<file path="src/rtl/timer_pkg.sv">
// Constants and types shared by the cascadable timer and its counter units
package timer_pkg;

  // --------------------------------------------------------------------
  // Register byte offsets
  // --------------------------------------------------------------------
  localparam logic [7:0] OFS_CTRL_LO = 8'h00;
  localparam logic [7:0] OFS_CTRL_HI = 8'h04;
  localparam logic [7:0] OFS_PERIOD_LO = 8'h08;
  localparam logic [7:0] OFS_PERIOD_HI = 8'h0C;
  localparam logic [7:0] OFS_DUTY_LO = 8'h10;
  localparam logic [7:0] OFS_DUTY_HI = 8'h14;
  localparam logic [7:0] OFS_COUNT_LO = 8'h18;
  localparam logic [7:0] OFS_COUNT_HI = 8'h1C;
  localparam logic [7:0] OFS_CONFIG = 8'h20;
  localparam logic [7:0] OFS_STATUS = 8'h24;

  // --------------------------------------------------------------------
  // Control and config register fields
  // --------------------------------------------------------------------
  localparam int CTRL_FF_BIT = 7;
  localparam int CTRL_RUN_BIT = 3;
  localparam int CTRL_SEL_LSB = 4;
  localparam int CTRL_MODE_LSB = 0;
  localparam int CFG_SRC_BIT = 0;

  // --------------------------------------------------------------------
  // Reset values and widths
  // --------------------------------------------------------------------
  localparam logic [7:0] CTRL_RST = 8'h00;
  localparam logic [7:0] PERIOD_RST = 8'h00;
  localparam logic [7:0] DUTY_RST = 8'h00;
  localparam int PRESCALE_W = 11;
  localparam int LOWFREQ_DIV_W = 3;
  localparam int SYNC_STAGES = 3;
  localparam logic [1:0] RESP_OKAY = 2'b00;
  localparam logic [1:0] RESP_SLVERR = 2'b10;

  // --------------------------------------------------------------------
  // Modes and source clocks
  // --------------------------------------------------------------------
  typedef enum logic [2:0] {
    MODE_TIMER8 = 3'b000,
    MODE_PDO8 = 3'b001,
    MODE_PWM8 = 3'b010,
    MODE_LOWER16 = 3'b011,
    MODE_TIMER16 = 3'b100,
    MODE_RSVD5 = 3'b101,
    MODE_RSVD6 = 3'b110,
    MODE_RSVD7 = 3'b111
  } mode_t;

  typedef enum logic [2:0] {
    SRC_DIV11 = 3'b000,
    SRC_DIV7 = 3'b001,
    SRC_DIV5 = 3'b010,
    SRC_DIV3 = 3'b011,
    SRC_LOWFREQ = 3'b100,
    SRC_DIV1 = 3'b101,
    SRC_DIV0 = 3'b110,
    SRC_EXT = 3'b111
  } src_t;

endpackage

</file>
<file path="src/rtl/counter_if.sv">
// Signals between the timer top and one 8-bit counter unit
`timescale 1ns/1ps
interface counter_if;
  logic inc;
  logic run;
  logic pwm_mode;
  logic clr;
  logic duty_wr;
  logic ff_wr;
  logic ff_val;
  logic [7:0] wdata;
  logic [7:0] count;
  logic [7:0] duty_rd;
  logic carry;
  logic ff;
  logic irq;

  modport ctl (
    output inc, run, pwm_mode, clr, duty_wr, ff_wr, ff_val, wdata,
    input count, duty_rd, carry, ff, irq
  );
  modport unit (
    input inc, run, pwm_mode, clr, duty_wr, ff_wr, ff_val, wdata,
    output count, duty_rd, carry, ff, irq
  );
endinterface

</file>
<file path="src/rtl/counter_unit.sv">
// One 8-bit up-counter with double-buffered duty register and output flip-flop
`timescale 1ns/1ps
module counter_unit (
  // Clock and reset
  input wire logic i_clk,
  input wire logic i_reset,
  // Control side
  counter_if.unit bus
);

  logic [7:0] count_r;
  logic [7:0] duty_buf_r;
  logic [7:0] duty_act_r;
  logic ff_r;
  logic irq_r;
  logic pwm_run;
  logic wrap;
  logic hit;

  // --------------------------------------------------------------------
  // Count
  // --------------------------------------------------------------------
  assign pwm_run = bus.run && bus.pwm_mode;
  assign wrap = bus.inc && bus.run && !bus.clr && (count_r == 8'hFF);
  assign hit = bus.inc && (8'(count_r + 8'h01) == duty_act_r);

  // Full 0..FF range gives a 256-tick period
  always_ff @(posedge i_clk) begin
    if (i_reset || !bus.run || bus.clr) begin
      count_r <= 8'h00;
    end else if (bus.inc) begin
      count_r <= 8'(count_r + 8'h01);
    end
  end

  // --------------------------------------------------------------------
  // Output flip-flop
  // --------------------------------------------------------------------
  always_ff @(posedge i_clk) begin
    if (i_reset) begin
      ff_r <= 1'b0;
    end else if (bus.ff_wr) begin
      ff_r <= bus.ff_val;
    end else if (pwm_run) begin
      ff_r <= ff_r ^ (hit ^ wrap);
    end
  end

  // --------------------------------------------------------------------
  // Duty buffer and interrupt
  // --------------------------------------------------------------------
  always_ff @(posedge i_clk) begin
    if (i_reset) begin
      duty_buf_r <= timer_pkg::DUTY_RST;
    end else if (bus.duty_wr) begin
      duty_buf_r <= bus.wdata;
    end
  end

  // A write in the transfer cycle leaves the old buffer in force
  always_ff @(posedge i_clk) begin
    if (i_reset) begin
      duty_act_r <= timer_pkg::DUTY_RST;
    end else if (bus.duty_wr && !pwm_run) begin
      duty_act_r <= bus.wdata;
    end else if (pwm_run && wrap) begin
      duty_act_r <= duty_buf_r;
    end
  end

  always_ff @(posedge i_clk) begin
    if (i_reset) begin
      irq_r <= 1'b0;
    end else begin
      irq_r <= pwm_run && wrap;
    end
  end

  assign bus.count = count_r;
  assign bus.duty_rd = duty_act_r;
  assign bus.carry = wrap;
  assign bus.ff = ff_r;
  assign bus.irq = irq_r;

endmodule

</file>
<file path="src/rtl/cascadable_timer_pwm.sv">
// Two cascadable 8-bit timer/PWM counters behind an AXI4-Lite slave
// Operation
// - PWM mode counts source ticks, flip-flop toggles when count meets duty.
// - PWM overflow toggles flip-flop again and restarts count from zero.
// - PWM overflow raises the counter interrupt pulse.
// - Flip-flop loads its initial value from control bit 7; reset clears it.
// - PWM pin always shows the inverse of the flip-flop.
// - Running PWM buffers duty writes, loading them at the interrupt.
// - Stopped counter takes a duty write into force immediately.
// - Duty read returns the value in force, not the pending one.
// - Stopping the counter holds the pin at its current level.
// - Clearing bit 7 while stopped drives the PWM pin high.
// - 16-bit timer cascades both counters; match interrupts and clears.
// - 16-bit event mode counts external falling edges, match interrupts and clears.
// - Timer and event compare registers are unbuffered and act at once.
`timescale 1ns/1ps
module cascadable_timer_pwm (
  // Clock and reset
  input wire logic i_clk,
  input wire logic i_reset,
  // AXI4-Lite write
  input wire logic i_awvalid,
  output logic o_awready,
  input wire logic [7:0] i_awaddr,
  input wire logic i_wvalid,
  output logic o_wready,
  input wire logic [31:0] i_wdata,
  input wire logic [3:0] i_wstrb,
  output logic o_bvalid,
  input wire logic i_bready,
  output logic [1:0] o_bresp,
  // AXI4-Lite read
  input wire logic i_arvalid,
  output logic o_arready,
  input wire logic [7:0] i_araddr,
  output logic o_rvalid,
  input wire logic i_rready,
  output logic [31:0] o_rdata,
  output logic [1:0] o_rresp,
  // Pins
  input wire logic i_low_freq_clock,
  input wire logic i_ext_count,
  output logic [1:0] o_pwm_out_pin,
  output logic [1:0] o_counter_irq
);

  counter_if cif[2] ();

  logic [7:0] ctrl_r [2];
  logic [7:0] period_r [2];
  logic cfg_src_r;
  logic [timer_pkg::PRESCALE_W-1:0] pre_r;
  logic [timer_pkg::LOWFREQ_DIV_W-1:0] lf_div_r;
  logic [timer_pkg::SYNC_STAGES-1:0] sync_r [2];
  logic [1:0] lvl_r;
  logic [1:0] rise;
  logic [1:0] fall;
  logic [1:0] tick;
  logic [1:0] run;
  logic cascade;
  logic cas_run;
  logic match16;
  logic irq16_r;
  logic [15:0] cnt16;
  logic [15:0] cmp16;
  logic aw_got_r;
  logic w_got_r;
  logic [7:0] awaddr_r;
  logic [7:0] wdata_r;
  logic wlane_r;
  logic wr_fire;
  logic wr_hit;
  logic bvalid_r;
  logic [1:0] bresp_r;
  logic rvalid_r;
  logic [7:0] rdata_r;
  logic [1:0] rresp_r;
  logic [7:0] rd_val;
  logic rd_hit;

  // --------------------------------------------------------------------
  // Pin synchronisers
  // --------------------------------------------------------------------
  // Index 0 is the low-frequency clock, index 1 the external count
  logic [1:0] pins;
  assign pins = {i_ext_count, i_low_freq_clock};

  for (genvar k = 0; k < 2; k++) begin : g_sync
    logic agree;
    assign agree = sync_r[k][1] == sync_r[k][2];

    always_ff @(posedge i_clk) begin
      if (i_reset) begin
        sync_r[k] <= '0;
      end else begin
        sync_r[k] <= {sync_r[k][1:0], pins[k]};
      end
    end

    always_ff @(posedge i_clk) begin
      if (i_reset) begin
        lvl_r[k] <= 1'b0;
      end else if (agree) begin
        lvl_r[k] <= sync_r[k][2];
      end
    end

    assign rise[k] = agree && sync_r[k][2] && !lvl_r[k];
    assign fall[k] = agree && !sync_r[k][2] && lvl_r[k];
  end

  // --------------------------------------------------------------------
  // Prescaler
  // --------------------------------------------------------------------
  always_ff @(posedge i_clk) begin
    if (i_reset) begin
      pre_r <= '0;
    end else begin
      pre_r <= pre_r + 1'b1;
    end
  end

  always_ff @(posedge i_clk) begin
    if (i_reset) begin
      lf_div_r <= '0;
    end else if (rise[0]) begin
      lf_div_r <= lf_div_r + 1'b1;
    end
  end

  // --------------------------------------------------------------------
  // Counter units
  // --------------------------------------------------------------------
  assign cascade = (timer_pkg::mode_t'(ctrl_r[0][2:0]) == timer_pkg::MODE_LOWER16)
                && (timer_pkg::mode_t'(ctrl_r[1][2:0]) == timer_pkg::MODE_TIMER16);
  assign cas_run = cascade && ctrl_r[1][timer_pkg::CTRL_RUN_BIT];
  assign cnt16 = {cif[1].count, cif[0].count};
  assign cmp16 = {period_r[1], period_r[0]};
  // Count 0..cmp-1, so a compare of N interrupts every N ticks
  assign match16 = cas_run && tick[0] && (16'(cnt16 + 16'h0001) == cmp16);
  assign run[0] = cascade ? cas_run : ctrl_r[0][timer_pkg::CTRL_RUN_BIT];
  assign run[1] = ctrl_r[1][timer_pkg::CTRL_RUN_BIT];

  for (genvar g = 0; g < 2; g++) begin : g_unit
    logic [2:0] sel;
    logic wr_ctrl;
    assign sel = ctrl_r[g][timer_pkg::CTRL_SEL_LSB +: 3];
    assign wr_ctrl = wr_fire && wlane_r
                  && (awaddr_r == (g == 0 ? timer_pkg::OFS_CTRL_LO : timer_pkg::OFS_CTRL_HI));

    always_comb begin
      unique case (timer_pkg::src_t'(sel))
        timer_pkg::SRC_DIV11: begin
          tick[g] = cfg_src_r ? (rise[0] && (&lf_div_r)) : (&pre_r[10:0]);
        end
        timer_pkg::SRC_DIV7: tick[g] = &pre_r[6:0];
        timer_pkg::SRC_DIV5: tick[g] = &pre_r[4:0];
        timer_pkg::SRC_DIV3: tick[g] = &pre_r[2:0];
        timer_pkg::SRC_LOWFREQ: tick[g] = rise[0];
        timer_pkg::SRC_DIV1: tick[g] = pre_r[0];
        timer_pkg::SRC_DIV0: tick[g] = 1'b1;
        timer_pkg::SRC_EXT: tick[g] = fall[1];
      endcase
    end

    counter_unit u_unit (
      .i_clk(i_clk),
      .i_reset(i_reset),
      .bus(cif[g])
    );

    assign cif[g].run = run[g];
    assign cif[g].pwm_mode = !cascade
                          && (timer_pkg::mode_t'(ctrl_r[g][2:0]) == timer_pkg::MODE_PWM8);
    assign cif[g].clr = match16;
    assign cif[g].duty_wr = wr_fire && wlane_r
                  && (awaddr_r == (g == 0 ? timer_pkg::OFS_DUTY_LO : timer_pkg::OFS_DUTY_HI));
    // Writes that stop a running counter leave the flip-flop alone
    assign cif[g].ff_wr = wr_ctrl && !run[g];
    assign cif[g].ff_val = wdata_r[timer_pkg::CTRL_FF_BIT];
    assign cif[g].wdata = wdata_r;
    assign o_pwm_out_pin[g] = !cif[g].ff;
  end

  assign cif[0].inc = cascade ? (tick[0] && cas_run) : tick[0];
  assign cif[1].inc = cascade ? cif[0].carry : tick[1];

  always_ff @(posedge i_clk) begin
    if (i_reset) begin
      irq16_r <= 1'b0;
    end else begin
      irq16_r <= match16;
    end
  end

  assign o_counter_irq[0] = cif[0].irq;
  assign o_counter_irq[1] = cif[1].irq || irq16_r;

  // --------------------------------------------------------------------
  // Register writes
  // --------------------------------------------------------------------
  assign o_awready = !aw_got_r && !bvalid_r;
  assign o_wready = !w_got_r && !bvalid_r;
  assign wr_fire = aw_got_r && w_got_r && !bvalid_r;

  always_comb begin
    unique case (awaddr_r)
      timer_pkg::OFS_CTRL_LO, timer_pkg::OFS_CTRL_HI,
      timer_pkg::OFS_PERIOD_LO, timer_pkg::OFS_PERIOD_HI,
      timer_pkg::OFS_DUTY_LO, timer_pkg::OFS_DUTY_HI,
      timer_pkg::OFS_COUNT_LO, timer_pkg::OFS_COUNT_HI,
      timer_pkg::OFS_CONFIG, timer_pkg::OFS_STATUS: wr_hit = 1'b1;
      default: wr_hit = 1'b0;
    endcase
  end

  always_ff @(posedge i_clk) begin
    if (i_reset || wr_fire) begin
      aw_got_r <= 1'b0;
    end else if (i_awvalid && o_awready) begin
      aw_got_r <= 1'b1;
    end
  end

  always_ff @(posedge i_clk) begin
    if (i_reset) begin
      awaddr_r <= 8'h00;
    end else if (i_awvalid && o_awready) begin
      awaddr_r <= i_awaddr;
    end
  end

  always_ff @(posedge i_clk) begin
    if (i_reset || wr_fire) begin
      w_got_r <= 1'b0;
    end else if (i_wvalid && o_wready) begin
      w_got_r <= 1'b1;
    end
  end

  // Only byte lane 0 carries register data
  always_ff @(posedge i_clk) begin
    if (i_reset) begin
      wdata_r <= 8'h00;
      wlane_r <= 1'b0;
    end else if (i_wvalid && o_wready) begin
      wdata_r <= i_wdata[7:0];
      wlane_r <= i_wstrb[0];
    end
  end

  always_ff @(posedge i_clk) begin
    if (i_reset) begin
      bvalid_r <= 1'b0;
      bresp_r <= timer_pkg::RESP_OKAY;
    end else if (wr_fire) begin
      bvalid_r <= 1'b1;
      bresp_r <= wr_hit ? timer_pkg::RESP_OKAY : timer_pkg::RESP_SLVERR;
    end else if (i_bready) begin
      bvalid_r <= 1'b0;
    end
  end

  always_ff @(posedge i_clk) begin
    if (i_reset) begin
      ctrl_r[0] <= timer_pkg::CTRL_RST;
      ctrl_r[1] <= timer_pkg::CTRL_RST;
    end else if (wr_fire && wlane_r && awaddr_r == timer_pkg::OFS_CTRL_LO) begin
      ctrl_r[0] <= wdata_r;
    end else if (wr_fire && wlane_r && awaddr_r == timer_pkg::OFS_CTRL_HI) begin
      ctrl_r[1] <= wdata_r;
    end
  end

  // Unbuffered: a new compare acts on the very next tick
  always_ff @(posedge i_clk) begin
    if (i_reset) begin
      period_r[0] <= timer_pkg::PERIOD_RST;
      period_r[1] <= timer_pkg::PERIOD_RST;
    end else if (wr_fire && wlane_r && awaddr_r == timer_pkg::OFS_PERIOD_LO) begin
      period_r[0] <= wdata_r;
    end else if (wr_fire && wlane_r && awaddr_r == timer_pkg::OFS_PERIOD_HI) begin
      period_r[1] <= wdata_r;
    end
  end

  always_ff @(posedge i_clk) begin
    if (i_reset) begin
      cfg_src_r <= 1'b0;
    end else if (wr_fire && wlane_r && awaddr_r == timer_pkg::OFS_CONFIG) begin
      cfg_src_r <= wdata_r[timer_pkg::CFG_SRC_BIT];
    end
  end

  // --------------------------------------------------------------------
  // Register reads
  // --------------------------------------------------------------------
  assign o_arready = !rvalid_r;

  always_comb begin
    rd_hit = 1'b1;
    unique case (i_araddr)
      timer_pkg::OFS_CTRL_LO: rd_val = ctrl_r[0];
      timer_pkg::OFS_CTRL_HI: rd_val = ctrl_r[1];
      timer_pkg::OFS_PERIOD_LO: rd_val = period_r[0];
      timer_pkg::OFS_PERIOD_HI: rd_val = period_r[1];
      timer_pkg::OFS_DUTY_LO: rd_val = cif[0].duty_rd;
      timer_pkg::OFS_DUTY_HI: rd_val = cif[1].duty_rd;
      timer_pkg::OFS_COUNT_LO: rd_val = cif[0].count;
      timer_pkg::OFS_COUNT_HI: rd_val = cif[1].count;
      timer_pkg::OFS_CONFIG: rd_val = {7'h00, cfg_src_r};
      timer_pkg::OFS_STATUS: rd_val = {6'h00, cif[1].ff, cif[0].ff};
      default: begin
        rd_val = 8'h00;
        rd_hit = 1'b0;
      end
    endcase
  end

  always_ff @(posedge i_clk) begin
    if (i_reset) begin
      rvalid_r <= 1'b0;
      rdata_r <= 8'h00;
      rresp_r <= timer_pkg::RESP_OKAY;
    end else if (i_arvalid && o_arready) begin
      rvalid_r <= 1'b1;
      rdata_r <= rd_val;
      rresp_r <= rd_hit ? timer_pkg::RESP_OKAY : timer_pkg::RESP_SLVERR;
    end else if (i_rready) begin
      rvalid_r <= 1'b0;
    end
  end

  assign o_bvalid = bvalid_r;
  assign o_bresp = bresp_r;
  assign o_rvalid = rvalid_r;
  assign o_rdata = {24'h000000, rdata_r};
  assign o_rresp = rresp_r;

endmodule

</file>
<file path="config.mk">
export PLATFORM = sky130hd
export DESIGN_NAME = cascadable_timer_pwm
export DESIGN_NICKNAME = d
export VERILOG_FILES = /design/src/rtl/timer_pkg.sv /design/src/rtl/counter_if.sv /design/src/rtl/counter_unit.sv /design/src/rtl/cascadable_timer_pwm.sv
export SDC_FILE = /design/constraint.sdc
export NUM_CORES = 1
export LEC_CHECK = 0
export ABC_AREA = 1
export CORE_MARGIN = 8
export CORE_UTILIZATION = 46
export DETAILED_ROUTE_END_ITERATION = 6
export DONT_BUFFER_PORTS = 1
export PLACE_DENSITY_LB_ADDON = 0.25
export SYNTH_ARGS = -nofsm -noshare
export SYNTH_HDL_FRONTEND = slang
export SYNTH_SLANG_ARGS = --single-unit
</file>
<file path="constraint.sdc">
create_clock -name i_clk -period 4.25 [get_ports i_clk]
set_input_delay 0.6375 -clock i_clk [delete_from_list [all_inputs] [get_ports i_clk]]
set_output_delay 0.6375 -clock i_clk [all_outputs]
set_load 0.05 [all_outputs]
</file>
# == Yosys cells after proc, flatten, opt, wreduce, memory -nomap -nowiden ==
# Memory sizes are Yosys's and may differ from the RTL's.
# Index checks and enable logic that the tools add are counted.
# totals
regBits,103
ram_bits,38
inputBits,61
out_inout_bits,45
elab_cells,212
memories,3
# op_classes
addsub,5
eq_ne,43
muxes,46
bitwise_logic,10
reduce_logical,79
# mem_list
name,words,width,read_ports,rd_clocked_by_memory_dff,write_ports,line,rtl
ctrl_r,2,8,2,0,2,cascadable_timer_pwm.sv:49,logic [7:0] ctrl_r [2];
period_r,2,8,2,0,2,cascadable_timer_pwm.sv:50,logic [7:0] period_r [2];
sync_r,2,3,2,0,2,cascadable_timer_pwm.sv:54,logic [timer_pkg::SYNC_STAGES-1:0] sync_r [2];
# ops
cell,count
one-hot mux 8 bit (10 select lines),1
== test 8 x 5 -> 1 bit (second input constant),8
two-way mux 8 bit,8
logical AND 1 bit,42
== test 8 x 4 -> 1 bit (second input constant),4
== test 8 x 6 -> 1 bit (second input constant),4
two-way mux 1 bit,31
== test 3 bit (second input constant),9
== test 3 x 2 -> 1 bit (second input constant),7
OR reduction 10 bit,2
adder 16 x 1 -> 16 bit (second input constant),1
adder 8 x 1 -> 8 bit (second input constant),2
== test 16 bit,1
== test 8 x 3 -> 1 bit (second input constant),2
== test 8 bit,2
== test 8 bit (second input constant),2
zero test 8 bit,2
one-hot mux 1 bit (8 select lines),2
zero test 1 bit,14
nonzero test 2 bit,6
adder 11 x 1 -> 11 bit (second input constant),1
AND reduction 11 bit,1
AND reduction 7 bit,1
== test 3 x 1 -> 1 bit (second input constant),2
10 further kinds,28

# == Longest topological paths before layout ==
# Gate-level depths: netlist of run 1.
# An unclocked memory read counts as a cell.
# depth
ltp_word,20
depth_mapped,21
mapped_depth_nobuf,21

# == Cells and area by module ==
# From an unflattened synthesis of run 1, not the netlist that was laid out.
# unflattened
cells_unflattened,1130
hier_area_um2,7851.3
# modules_own_cells
module,instances,cells_each,area_per_inst_um2,seq_area_each_um2
cascadable_timer_pwm,1,713,5027.3,2062.0
counter_unit (g_unit[1].u_unit),1,211,1431.4,520.5
counter_unit (g_unit[0].u_unit),1,206,1392.6,520.5

# == Least setup slack after synthesis of run 1 ==
# No wires, ideal clock.
# synth_timing
path_type,reg-to-reg
start,register bvalid_r (netlist: o_bvalid)
end,memory period_r[0][0] (enable)
setup_ps,384
arrival_ps,2171
required_time_ps,3866
slack_ps,1695
stages_incl_launch_ff,8
n_path_buf,0
period_less_slack_ps,2555
cell_sequence,dfxtp_1 > nor3_2 > nand2_1 > nor2_1 > nand2_1 > nor2_1 > nand4_1 > o21ai_0
# synth_lines
item,line,rtl
"start, declared",cascadable_timer_pwm.sv:73,logic bvalid_r;
"start signal, assigned",cascadable_timer_pwm.sv:254,bvalid_r <= 1'b0;
"start signal, assigned",cascadable_timer_pwm.sv:257,bvalid_r <= 1'b1;
"start signal, assigned",cascadable_timer_pwm.sv:260,bvalid_r <= 1'b0;
"end, declared",cascadable_timer_pwm.sv:50,

# == Final worst setup path of run 1 ==
# layout_timing
start,register pre_r[0] (netlist name)
end,register g_unit[1].u_unit.duty_act_r[2]
# layout_between
elab_chain_cells,14
elab_cells_between_ends,20
cone_classes,5 x mux; 15 x reduce/logical
# layout_rtl
item,line,rtl
"start, declared",cascadable_timer_pwm.sv:52,logic [timer_pkg::PRESCALE_W-1:0] pre_r;
"start signal, assigned",cascadable_timer_pwm.sv:119,pre_r <= pre_r + 1'b1;
AND reduction 11 bit,cascadable_timer_pwm.sv:154,tick[g] = cfg_src_r ? (rise[0] && (&lf_div_r)) : (&pre_r[10:0]);
two-way mux 1 bit,cascadable_timer_pwm.sv:154,
one-hot mux 1 bit (8 select lines),cascadable_timer_pwm.sv:152,unique case (timer_pkg::src_t'(sel))
logical AND 1 bit,"cascadable_timer_pwm.sv:140, cascadable_timer_pwm.sv:185",
two-way mux 1 bit or logical AND 1 bit (tied branches),"cascadable_timer_pwm.sv:185, cascadable_timer_pwm.sv:140",
logical AND 1 bit or zero test 1 bit (tied branches),counter_unit.sv:24,assign wrap = bus.inc && bus.run && !bus.clr && (count_r == 8'hFF);
logical AND 1 bit (2 in series),counter_unit.sv:24,
two-way mux 1 bit,cascadable_timer_pwm.sv:186,assign cif[1].inc = cascade ? cif[0].carry : tick[1];
logical AND 1 bit,counter_unit.sv:24,
logical AND 1 bit (*) (2 in series),counter_unit.sv:24,
logical AND 1 bit (*),counter_unit.sv:66,end else if (pwm_run && wrap) begin
nonzero test 2 bit (no source line) (*),--,
"end signal, assigned",counter_unit.sv:63,duty_act_r <= timer_pkg::DUTY_RST;
"end signal, assigned",counter_unit.sv:65,duty_act_r <= bus.wdata;
"end signal, assigned",counter_unit.sv:67,duty_act_r <= duty_buf_r;
"end, declared",counter_unit.sv:13,logic [7:0] duty_act_r;
# Every way passes the cells marked *; elsewhere a longest branch is shown, timed or not.
# A chain may end at the register's enable or synchronous reset.

==> results of run 1 <==
-- sequential cells by signal, indices dropped and copies added, names as in the netlist, 2 cells and up --
register,count
ctrl_r,16
g_unit.u_unit.bus.count,16
g_unit.u_unit.bus.duty_rd,16
g_unit.u_unit.duty_buf_r,16
period_r,16
pre_r,11
awaddr_r,8
cif.wdata,8
rdata_r,8
sync_r,6
lf_div_r,3
g_unit.u_unit.bus.ff,2
g_unit.u_unit.bus.irq,2
lvl_r,2
-- area by class of cell --
type                       instances  area (um^2)  area share
inverter                         146        548.0     0.06836
sequential                       139         3103      0.3871
multi-input combinational        702         3475      0.4334
clock inverter                    14        132.6     0.01654
timing repair buffer               5        37.54    0.004682
clock buffer                      18        450.4     0.05619
tap                              216        270.3     0.03371
-- critical path, stage by stage (launching register included) --
cell     delay (ps)
dfxtp_1         400
ha_1            190
nand2_1          80
nor2_1          210
ha_1            230
a21oi_1          70
o21ai_0          70
nand2_1          70
nand2_1          80
nand4_2         310
nor2_1          400
nand3_4         130
nand2_4         140
nand3_4         160
o21ai_0         330
nor2_1           70
nor2_1           80
-- cells in the final DEF, fill, tap and decap left out, types with 13 or more instances in the layout --
cell       instances
conb_1            26
o21ai_0           82
edfxtp_1          32
nand2_1          205
nor2_1           133
o22ai_1           13
nand3_1           40
xor2_1            18
nor3_1            13
clkbuf_16         18
a21oi_1           77
dfxtp_1          107
inv_1            135
-- cell families after synthesis --
group / synth area share
buf+inv: 0.1121
compound gates: 0.1484
flops: 0.4249
fa+ha+maj: 0.01542
simple gates: 0.2711
xor+xnor: 0.02759
other cells: 0.0005136
-- worst paths after layout --
| path | end | from | slack (ps) | cells past startpoint |
|---|---|---|---|---|
| max | g_unit[1].u_unit.bus.duty_rd[2] | pre_r[0] | 1170 | 16 |
| min | o_bvalid | i_reset | 280 | 1 |
| max reg2reg | g_unit[1].u_unit.bus.duty_rd[2] | pre_r[0] | 1170 | 16 |
| min reg2reg | sync_r[1][1] | sync_r[1][0] | 400 | 2 |
-- metal layers --
| layer | track usage | up-vias | wire length, um |
|---|---|---|---|
| li1 | - | 3245 | - |
| met1 | 0.2656 | 2869 | 9027 |
| met2 | 0.3041 | 222 | 8726 |
| met3 | 0.04394 | 33 | 1489 |
| met4 | 0.07010 | 0 | 441 |
| met5 | 0 | - | 0 |
-- per-stage QoR --
stage	area (um^2)	hold slack [ps]	worst slack [ps]
after floorplan	7396	388.3	1695
after global placement	7433	389.5	1216
after detailed placement	7433	396.8	1212
after CTS	8016	262.6	1200
after global routing	8016	270.8	964.6
final	8016	275.4	1173
-- power breakdown --
part	total [W]	switching [W]	internal [W]
Combinational	0.000229	0.000183	0.0000462
Sequential	0.00143	0.0000430	0.00139
Clock	0.00147	0.000618	0.000852
==> summary.md, run 1 <==
| Metric | Value |
|---|---|
| # setup viols final | 0 |
| Cts repair resizes | 0 |
| Crit path arrival time | 3440 ps |
| Fin. max-slew vios | 0 |
| Syn Area/Cell | 7.258 um^2 |
| Port Buffer Count | 0 |
| Post-layout min period | 3077 ps |
| Most frequent cell after synthesis | nand2_1 |
| Avg Vias per Cell | 5.136 |
| Area of the die | 20,160 um^2 |
| Placed cells | 1,208 |
| First-iteration detailed-routing DRC count | 586 |
| Area delta synth->final | 9.784% |
| Via count | 6,369 |
| Yosys warns | 0 |
| Rel. slew slack | 0.2411 |
| CTS tree | yes |
| DP Wirelength | 15.11 mm |
| Total grt overflow | 0 |
| GP Congestion | 0.9935 |
| Pwr Density | 390.6 nW/um^2 |
| Drt total wl | 19.68 mm |
| Final Hold Viols | 0 |
| Max-cap violations | 0 |
| Non-filler instance count after layout | 1,240 |
| CP Launch Type | register |
| Cell Area, Synth | 7302 um^2 |
| Layout cells sized above 1 | 0.07910 |
| Fin util | 0.5102 |
| #FFs+latches synth | 139 |
| CP Class | register to register |
| Area contributors post-synth | dfxtp_1 (29%), edfxtp_1 (13%), nand2_1 (11%) |
| H-tree depth | 4 |
| Seq/Total Area, Yosys | 0.4249 |
| CTS Root Cell | clkbuf_16 |
| Crit end category | register |
| Starting density of the core | 0.4647 |
| Netlist cell types | 49 |
| TritonCTS Buffers | 17 |
| Min-Delay Path Class | input port to register |
| WL/cell | 15.87 um |
| Hold buffers post-CTS | 0 |
| # DRC | 0 |
| Clock Skew | 14.05 ps |
| Vias in the first global route | 5,706 |
| Post-CTS setup buffer count | 0 |
| Final worst-path cycle share | 0.7241 |
| Synth cell count leaders | nand2_1 (205), inv_1 (135), nor2_1 (133) |
| Slew @ Worst Pin | 1128 ps |
| Yosys top cell by area | dfxtp_1 |
| First-pass GRT wire length | 30.58 mm |
| Maximum VDD drop | 0.2832 mV |
| Max FO, Critical Path | 10 |
| Post-synth top flop | dfxtp_1 |
| Num rows | 46 |
| Die height | 142.0 um |
| Antenna Violating Nets Remaining | 0 |
| CTS clk-pin slew, worst paths | 60 ps |
| Post-Synthesis Cells | 1,006 |
| Gr usage total | 0.1973 |
| Status | completed |
| RSZ-0062 raised after global routing | false |
| Fraction of registers with async set or reset after synthesis | 0 |
| DIE WIDTH | 142.0 um |
| CORE AREA | 15,710 um^2 |
| Clock Sinks | 139 |
| Worst-Skew Late Latency | 430 ps |
| Final nets | 1,081 |
| Fmax | 324.9 MHz |
| Leakage Power | 3.212 nW |
| Drt pass-1 iters | 5 |
| I/O pin cnt | 106 |
| Crit path required time | 4620 ps |
| Post-synth top area share | 0.2934 |
| Pwr Total | 0.003131 W |
| Bufs on Longest Clock Path | 2 |
| Largest net degree at the start of global routing | 60 |
| Post-synth EDFFs | 32 |
| Initial antenna violation count | 0 |
| Antenna cells | 0 |
| Fill count | 1,590 |
| Fin Setup TNS | 0 ps |
No activity file was read; power rests on OpenSTA's default activity.
==> run 2, diff against run 1 <==
--- a/config.mk
+++ b/config.mk
@@ -5,7 +5,7 @@
 export SDC_FILE = /design/constraint.sdc
 export NUM_CORES = 1
 export LEC_CHECK = 0
-export ABC_AREA = 1
+export ABC_AREA = 0
 export CORE_MARGIN = 8
 export CORE_UTILIZATION = 46
 export DETAILED_ROUTE_END_ITERATION = 6
==> constraint.sdc (replaced) <==
create_clock -name i_clk -period 2.58 [get_ports i_clk]
set_input_delay 0.387 -clock i_clk [delete_from_list [all_inputs] [get_ports i_clk]]
set_output_delay 0.387 -clock i_clk [all_outputs]
set_load 0.05 [all_outputs]
==> run 2 against run 1 <==
Compared with the run above:
- the run now ends with negative setup slack left
- via count fell by 1.6%
- largest power group unchanged
- clock-buffer cell count unchanged
- non-clock buffer count up 87
- synthesized cell count shrank 19%
- global-route usage rose by 1.9 points
- critical endpoint is now g_unit[1].u_unit.bus.ff
- clock power up 77%
- register-to-register slack got worse by 1200 ps
- power grew 70%
- synthesized area is 1.4% lower
- flip-flop and latch count unchanged
- critical path type unchanged
- first-iteration DRC count decreased by 12%
==> summary.md, run 2 <==
| Metric | Value |
|---|---|
| FF-to-FF setup slack | -70 ps (-1250 ps) |
| GP Congestion | 0.9900 (-0.35%) |
| #FFs+latches synth | 139 (unchanged) |
| Leakage Power | 3.353 nW (+4.4%) |
| Crit path arrival time | 2970 ps (-470 ps) |
| Post-layout min period | 2653 ps (-424.1 ps) |
| Yosys warns | 0 (unchanged) |
| Most frequent cell after synthesis | dfxtp_1 |
| Setup crit end | g_unit[1].u_unit.bus.ff |
| Hold buffers post-CTS | 0 (unchanged) |
| Non-filler instance count after layout | 1,105 (-11%) |
| Final nets | 951 (-12%) |
| Setup WS post-layout | -73.40 ps (-1246 ps) |
| Final worst-path cycle share | 1.028 (+0.3043) |
| Seq/Total Area, Yosys | 0.4308 (+0.005831) |
| Area contributors post-synth | dfxtp_1 (30%), edfxtp_1 (13%), nor2_1 (5.3%) |
| First-pass GRT wire length | 33.55 mm (+9.7%) |
| Status | complete, but fails checks |
| Port Buffer Count | 0 (unchanged) |
| Post-synth top area share | 0.2974 (+0.004025) |
| Critical path origin | period_r[0][15] |
| Antenna cells | 0 (unchanged) |
| CP Class | register to register |
| Yosys top cell by area | dfxtp_1 |
| Fraction of registers with async set or reset after synthesis | 0 (unchanged) |
| Clock Sinks | 139 (unchanged) |
| Pwr Density | 607.5 nW/um^2 (+56%) |
| Crit end category | register |
| Max FO, Critical Path | 4 (-6) |
| # setup viols final | 9 (+9) |
| Area of the die | 19,920 um^2 (-1.2%) |
| CTS tree | yes |
| Avg Vias per Cell | 5.673 (+10%) |
| Gr usage total | 0.2160 (+0.01871) |
| Clock Skew | 15.43 ps (+1.375 ps) |
| Initial antenna violation count | 0 (unchanged) |
| Min-Delay Path Class | input port to register |
| Drt pass-1 iters | 6 (+1) |
| DP Wirelength | 15.93 mm (+5.4%) |
| Via count | 6,269 (-1.6%) |
| Maximum VDD drop | 0.5201 mV (+84%) |
| Reg2Reg Capture Point | g_unit[1].u_unit.bus.ff |
| Rel. slew slack | 0.5748 (+0.3336) |
| Post-Synthesis Cells | 811 (-19%) |
| WL/cell | 19.24 um (+21%) |
| Layout cells sized above 1 | 0.2013 (+0.1222) |
| I/O pin cnt | 106 (unchanged) |
| TritonCTS Buffers | 17 (unchanged) |
| Fmax | 376.9 MHz (+16%) |
| Crit path required time | 2900 ps (-1720 ps) |
| RSZ-0062 raised after global routing | true |
| Antenna Violating Nets Remaining | 0 (unchanged) |
| Fill count | 1,344 (-15%) |
| Synth cell count leaders | dfxtp_1 (107), nor2_1 (101), nand2_1 (83) |
| Post-synth top flop | dfxtp_1 |
| Slew @ Worst Pin | 632.0 ps (-495.9 ps) |
| First-iteration detailed-routing DRC count | 518 (-12%) |
| Cell Area, Synth | 7203 um^2 (-1.4%) |
| CORE AREA | 15,260 um^2 (-2.9%) |
| Netlist cell types | 68 (+39%) |
| Num rows | 45 (-2.2%) |
| # DRC | 0 (unchanged) |
| R2r worst-path depth | 9 (-7) |
| Total grt overflow | 0 (unchanged) |
| Post-synth EDFFs | 32 (unchanged) |
| Bufs on Longest Clock Path | 2 (unchanged) |
| Syn Area/Cell | 8.882 um^2 (+22%) |
| Drt total wl | 21.26 mm (+8.0%) |
| Die height | 141.1 um (-0.60%) |
| H-tree depth | 4 (unchanged) |
| Largest net degree at the start of global routing | 96 (+60%) |
| Placed cells | 1,068 (-12%) |
| Starting density of the core | 0.4721 (+0.007355) |
| CP Launch Type | register |
| Worst hold slack | 20.91 ps (-254.5 ps) |
| Final Hold Viols | 0 (unchanged) |
| Worst-Skew Late Latency | 430 ps (about the same) |
| Vias in the first global route | 6,168 (+8.1%) |
| DIE WIDTH | 141.1 um (-0.60%) |
| Failing checks | negative setup slack |
| Fin. max-slew vios | 0 (unchanged) |
| Max-cap violations | 0 (unchanged) |
| CTS clk-pin slew, worst paths | 70 ps (about the same) |
| CTS Root Cell | clkbuf_16 |
| Worst R2R Start | period_r[0][15] |
| Most frequent cells in the layout | nor2_1 (101), dfxtp_1 (101), buf_4 (88) |
| Area delta synth->final | 21.37% |
## run 2: changes by cell type after synthesis, moves of 11 or more
| cell | previous run | this run |
|---|---|---|
| a22oi_1 | 2 | 38 |
| nand2_1 | 205 | 83 |
| o21ai_0 | 82 | 17 |
| and2_1 | 0 | 20 |
| clkbuf_1 | 12 | 25 |
| nor2b_1 | 1 | 16 |
| nor2_1 | 133 | 101 |
| nor2_2 | 11 | 0 |
| inv_1 | 135 | 10 |
| mux2i_1 | 0 | 36 |
| buf_2 | 3 | 14 |
| a21oi_1 | 77 | 48 |
| xnor2_1 | 5 | 34 |
## run 2: logic make-up after synthesis
kind of cell             Yosys count  synth area share
AND/OR/NAND/NOR                  340            0.2298
AO/OA/AOI/OAI                    152            0.1452
flip-flops                       139            0.4308
buffers and inverters             77           0.05767
XOR/XNOR                          54           0.06566
multiplexers                      39           0.05472
adder cells (fa/ha/maj)            9           0.01563
other                              1         0.0005206
## run 2: how the worst min path moves through the flow
stage	from	to	slack, ps	cells past startpoint
6_report	i_reset	pre_r[0]	20	1
5_1_grt	i_reset	pre_r[0]	10	1
4_1_cts	i_reset	pre_r[0]	10	1
2_1_floorplan	sync_r[0][0]	sync_r[0][1]	410	1
3_3_place_gp	sync_r[0][0]	sync_r[0][1]	430	1
3_5_place_dp	sync_r[1][0]	sync_r[1][1]	430	1
## run 2: critical path, cell delays in order (launching register included)
cell	delay (ps)
edfxtp_1	450
xnor2_2	190
or3_1	360
a2111o_1	400
a211oi_2	240
and2b_1	160
and4_4	290
o2111ai_2	130
mux2i_1	250
nor2_1	70
## run 2: repair_timing
item / in CTS / in global routing
buffers inserted: 3 / 2
pin swaps: 18 / 14
gates cloned: 1 / 0
resized for setup: 19 / 27
setup endpoints to repair: 18 / 25
## run 2: through the flow
| stage | setup WS [ps] | setup TNS, ps | total power (W) | cell area, um^2 | utilization |
|---|---|---|---|---|---|
| after floorplan | 5.023 | 0 | 0.002679 | 7317 | - |
| after global placement | -112.6 | -264.1 | 0.002725 | 7881 | 0.5165 |
| after detailed placement | -169.2 | -829.1 | 0.002735 | 7881 | 0.5165 |
| after CTS | -30.17 | -45.50 | 0.005328 | 8632 | 0.5657 |
| after global routing | -156.5 | -1155 | 0.005463 | 8742 | 0.5729 |
| final | -73.40 | -299.1 | 0.005311 | 8742 | 0.5729 |
## run 2: power breakdown
part	leakage [nW]	switching (W)	internal, W
clock	0.306	0.00100	0.00160
sequential	1.20	0.0000741	0.00228
combinational	1.85	0.000248	0.000108
total	3.35	0.00133	0.00398
## run 2: final cells by class
type | count | area [um^2] | area share
well taps | 211 | 264.0 | 0.03020
clock buffers | 18 | 450.4 | 0.05152
multi-input cells | 621 | 3979 | 0.4551
repair buffers | 92 | 723.2 | 0.08273
flip-flops and latches | 139 | 3110 | 0.3558
inverters | 10 | 37.54 | 0.004294
clock inverters | 14 | 177.7 | 0.02032
## run 2: routing by layer
metal,vias up,share of wire,global-route usage
li1,2967,-,-
met1,3016,0.44,0.2811
met2,243,0.45,0.3324
met3,43,0.074,0.04693
met4,0,0.035,0.1069
met5,-,0,0
==> run 3, diff against run 2 <==
--- a/config.mk
+++ b/config.mk
@@ -5,7 +5,7 @@
 export SDC_FILE = /design/constraint.sdc
 export NUM_CORES = 1
 export LEC_CHECK = 0
-export ABC_AREA = 0
+export ABC_AREA = 1
 export CORE_MARGIN = 8
 export CORE_UTILIZATION = 46
 export DETAILED_ROUTE_END_ITERATION = 6
==> run 3 against run 2 <==
Compared with the run above:
- clock skew fell by 7.8 ps
- sequential share of layout area grew 0.63 points
- fmax rose by 8.2%
- clock power grew 2%
- the flow now finishes without violations
- clock-buffer cell count is 1 lower
- register-to-register slack improved by 200 ps
- hold slack better by 1.6 ps
- power up 2.5%
==> summary.md, run 3 (synthesis gave the netlist of run 1 again) <==
| Metric | Value |
|---|---|
| CTS Root Cell | clkbuf_16 |
| Cell Chain, Critical Path | buf_6, nand2_1, nor2_4, nand2_2, nand2_2, nand2_4, nand2_1, nand2_1, nor2_2, nand2_1, nor2_4, nand3_4, nand3_4, nand2_8, buf_12, nand3_2, o21ai_0, nor2_1, nor2_1 |
| Area delta synth->final | 17.84% |
| Most common cell after layout, fill and taps aside | nand2_1 |
| CP Class | register to register |
| First-iteration detailed-routing DRC count | 517 (-0.19%) |
| Most frequent CP cell | nand2_1 |
| Final Hold Viols | 0 (unchanged) |
| Status | completed |
| Port Buffer Count | 0 (unchanged) |
| # DRC | 0 (unchanged) |
| Pwr Density | 632.4 nW/um^2 (+4.1%) |
| Min-Delay Path Class | input port to register |
| Antenna cells | 0 (unchanged) |
| Crit end category | register |
| DIE WIDTH | 142.0 um (+0.61%) |
| Post-DP Area | 7734 um^2 (-1.9%) |
| Antenna Violating Nets Remaining | 0 (unchanged) |
| Avg Vias per Cell | 5.146 (-9.3%) |
| TritonCTS Buffers | 17 (unchanged) |
| RSZ-0062 raised after global routing | true |
| Leakage Power | 3.507 nW (+4.6%) |
| Max FO, Critical Path | 6 (+2) |
| Bufs on Longest Clock Path | 2 (unchanged) |
| CP max stage delay | 350 ps (-100 ps) |
| Final worst-path cycle share | 0.9508 (-0.07765) |
| Clock Sinks | 139 (unchanged) |
| Fin Setup TNS | 0 ps (+299.1 ps) |
| Drt total wl | 20.92 mm (-1.6%) |
| Vias in the first global route | 6,219 (+0.83%) |
| CORE AREA | 15,710 um^2 (+3.0%) |
| Drt pass-1 iters | 5 (-1) |
| Rel. slew slack | 0.5249 (-0.04983) |
| Max-cap violations | 0 (unchanged) |
| Most frequent cells in the layout | nand2_1 (198), inv_1 (135), nor2_1 (128) |
| Slew @ Worst Pin | 703.4 ps (+71.38 ps) |
| Maximum VDD drop | 0.4818 mV (-7.4%) |
| Fin. max-slew vios | 0 (unchanged) |
| Fmax | 407.7 MHz (+8.2%) |
| Slowest library cell on the worst path | dfxtp_2 |
| Num rows | 46 (+2.2%) |
| Gr usage total | 0.2069 (-0.009089) |
| CTS tree | yes |
| Post-route cell area | 8605 um^2 (-1.6%) |
| I/O pin cnt | 106 (unchanged) |
| Clock Skew | 7.617 ps (-7.810 ps) |
| H-tree depth | 4 (unchanged) |
| GP Congestion | 0.9625 (-2.8%) |
| # setup viols final | 0 (-9) |
| First-pass GRT wire length | 32.22 mm (-4.0%) |
| DP Wirelength | 15.85 mm (-0.50%) |
| Crit path arrival time | 2780 ps (-190 ps) |
| CP Launch Type | register |
| Area of the die | 20,160 um^2 (+1.2%) |
| Hold buffers post-CTS | 0 (unchanged) |
| Initial antenna violation count | 0 (unchanged) |
| Crit path required time | 2900 ps (about the same) |
| Die height | 142.0 um (+0.61%) |
| Worst-Skew Late Latency | 430 ps (about the same) |
| Total grt overflow | 0 (unchanged) |
| Post-layout min period | 2453 ps (-200.3 ps) |
| Layout cells sized above 1 | 0.1474 (-0.05395) |
| CTS clk-pin slew, worst paths | 60 ps (about the same) |
| Via count | 6,628 (+5.7%) |
| Largest net degree at the start of global routing | 40 (-58%) |
| Final nets | 1,129 (+19%) |
| Starting density of the core | 0.4647 (-0.007355) |
| WL/cell | 16.24 um (-16%) |
[run 3: final timing paths]
check                                 from                         endpoint  slack (ps)  cells past startpoint
max          g_unit[0].u_unit.bus.count[1]  g_unit[1].u_unit.bus.duty_rd[1]         130                     19
min                                i_reset                         o_bvalid          20                      1
max reg2reg  g_unit[0].u_unit.bus.count[1]  g_unit[1].u_unit.bus.duty_rd[1]         130                     19
min reg2reg                   sync_r[0][0]                     sync_r[0][1]         400                      2
[run 3: layout make-up]
| type | instances | area (um^2) |
|---|---|---|
| Clock buffer | 17 | 425.4 |
| Multi-Input combinational cell | 704 | 3635 |
| Timing Repair Buffer | 51 | 402.9 |
| Tap cell | 216 | 270.3 |
| Fill cell | 1517 | 7108 |
| Sequential cell | 139 | 3115 |
| Clock inverter | 15 | 207.7 |
| Inverter | 146 | 548.0 |
[run 3: power breakdown]
group | total (W) | internal (W) | switching [W]
clock network | 0.00265 | 0.00164 | 0.00102
logic | 0.000433 | 0.000108 | 0.000325
registers | 0.00235 | 0.00229 | 0.0000642
[run 3: timing repair]
item	CTS	global route
setup buffers	0	6
gates resized for setup	0	47
setup endpoints to repair	0	24
[run 3: routing by layer]
layer / global-route usage / vias up / part of all wire
li1: - / 3331 / -
met1: 0.2731 / 2955 / 0.44
met2: 0.3146 / 288 / 0.43
met3: 0.04663 / 54 / 0.091
met4: 0.09723 / 0 / 0.033
met5: 0 / - / 0
[run 3: critical path: cells and delay by family (launching register included)]
family / cells / cell delay (ps)
simple gates: 16 / 1620
flops: 1 / 350
buf+inv: 2 / 270
compound gates: 1 / 110
[run 3: through the flow]
| step | utilization | instances | setup WS, ps | power (W) | hold slack [ps] |
|---|---|---|---|---|---|
| CTS | 0.5325 | 1280 | 85.36 | 0.005453 | 11.91 |
| floorplan | - | 1031 | 24.89 | 0.002727 | 388.3 |
| finish | 0.5476 | 1288 | 126.9 | 0.005441 | 22.50 |
| detailed placement | 0.4922 | 1248 | 97.79 | 0.002810 | 395.6 |
| global placement | 0.4922 | 1248 | 132.9 | 0.002805 | 392.1 |
| global route | 0.5476 | 1288 | -29.95 | 0.005610 | 9.117 |
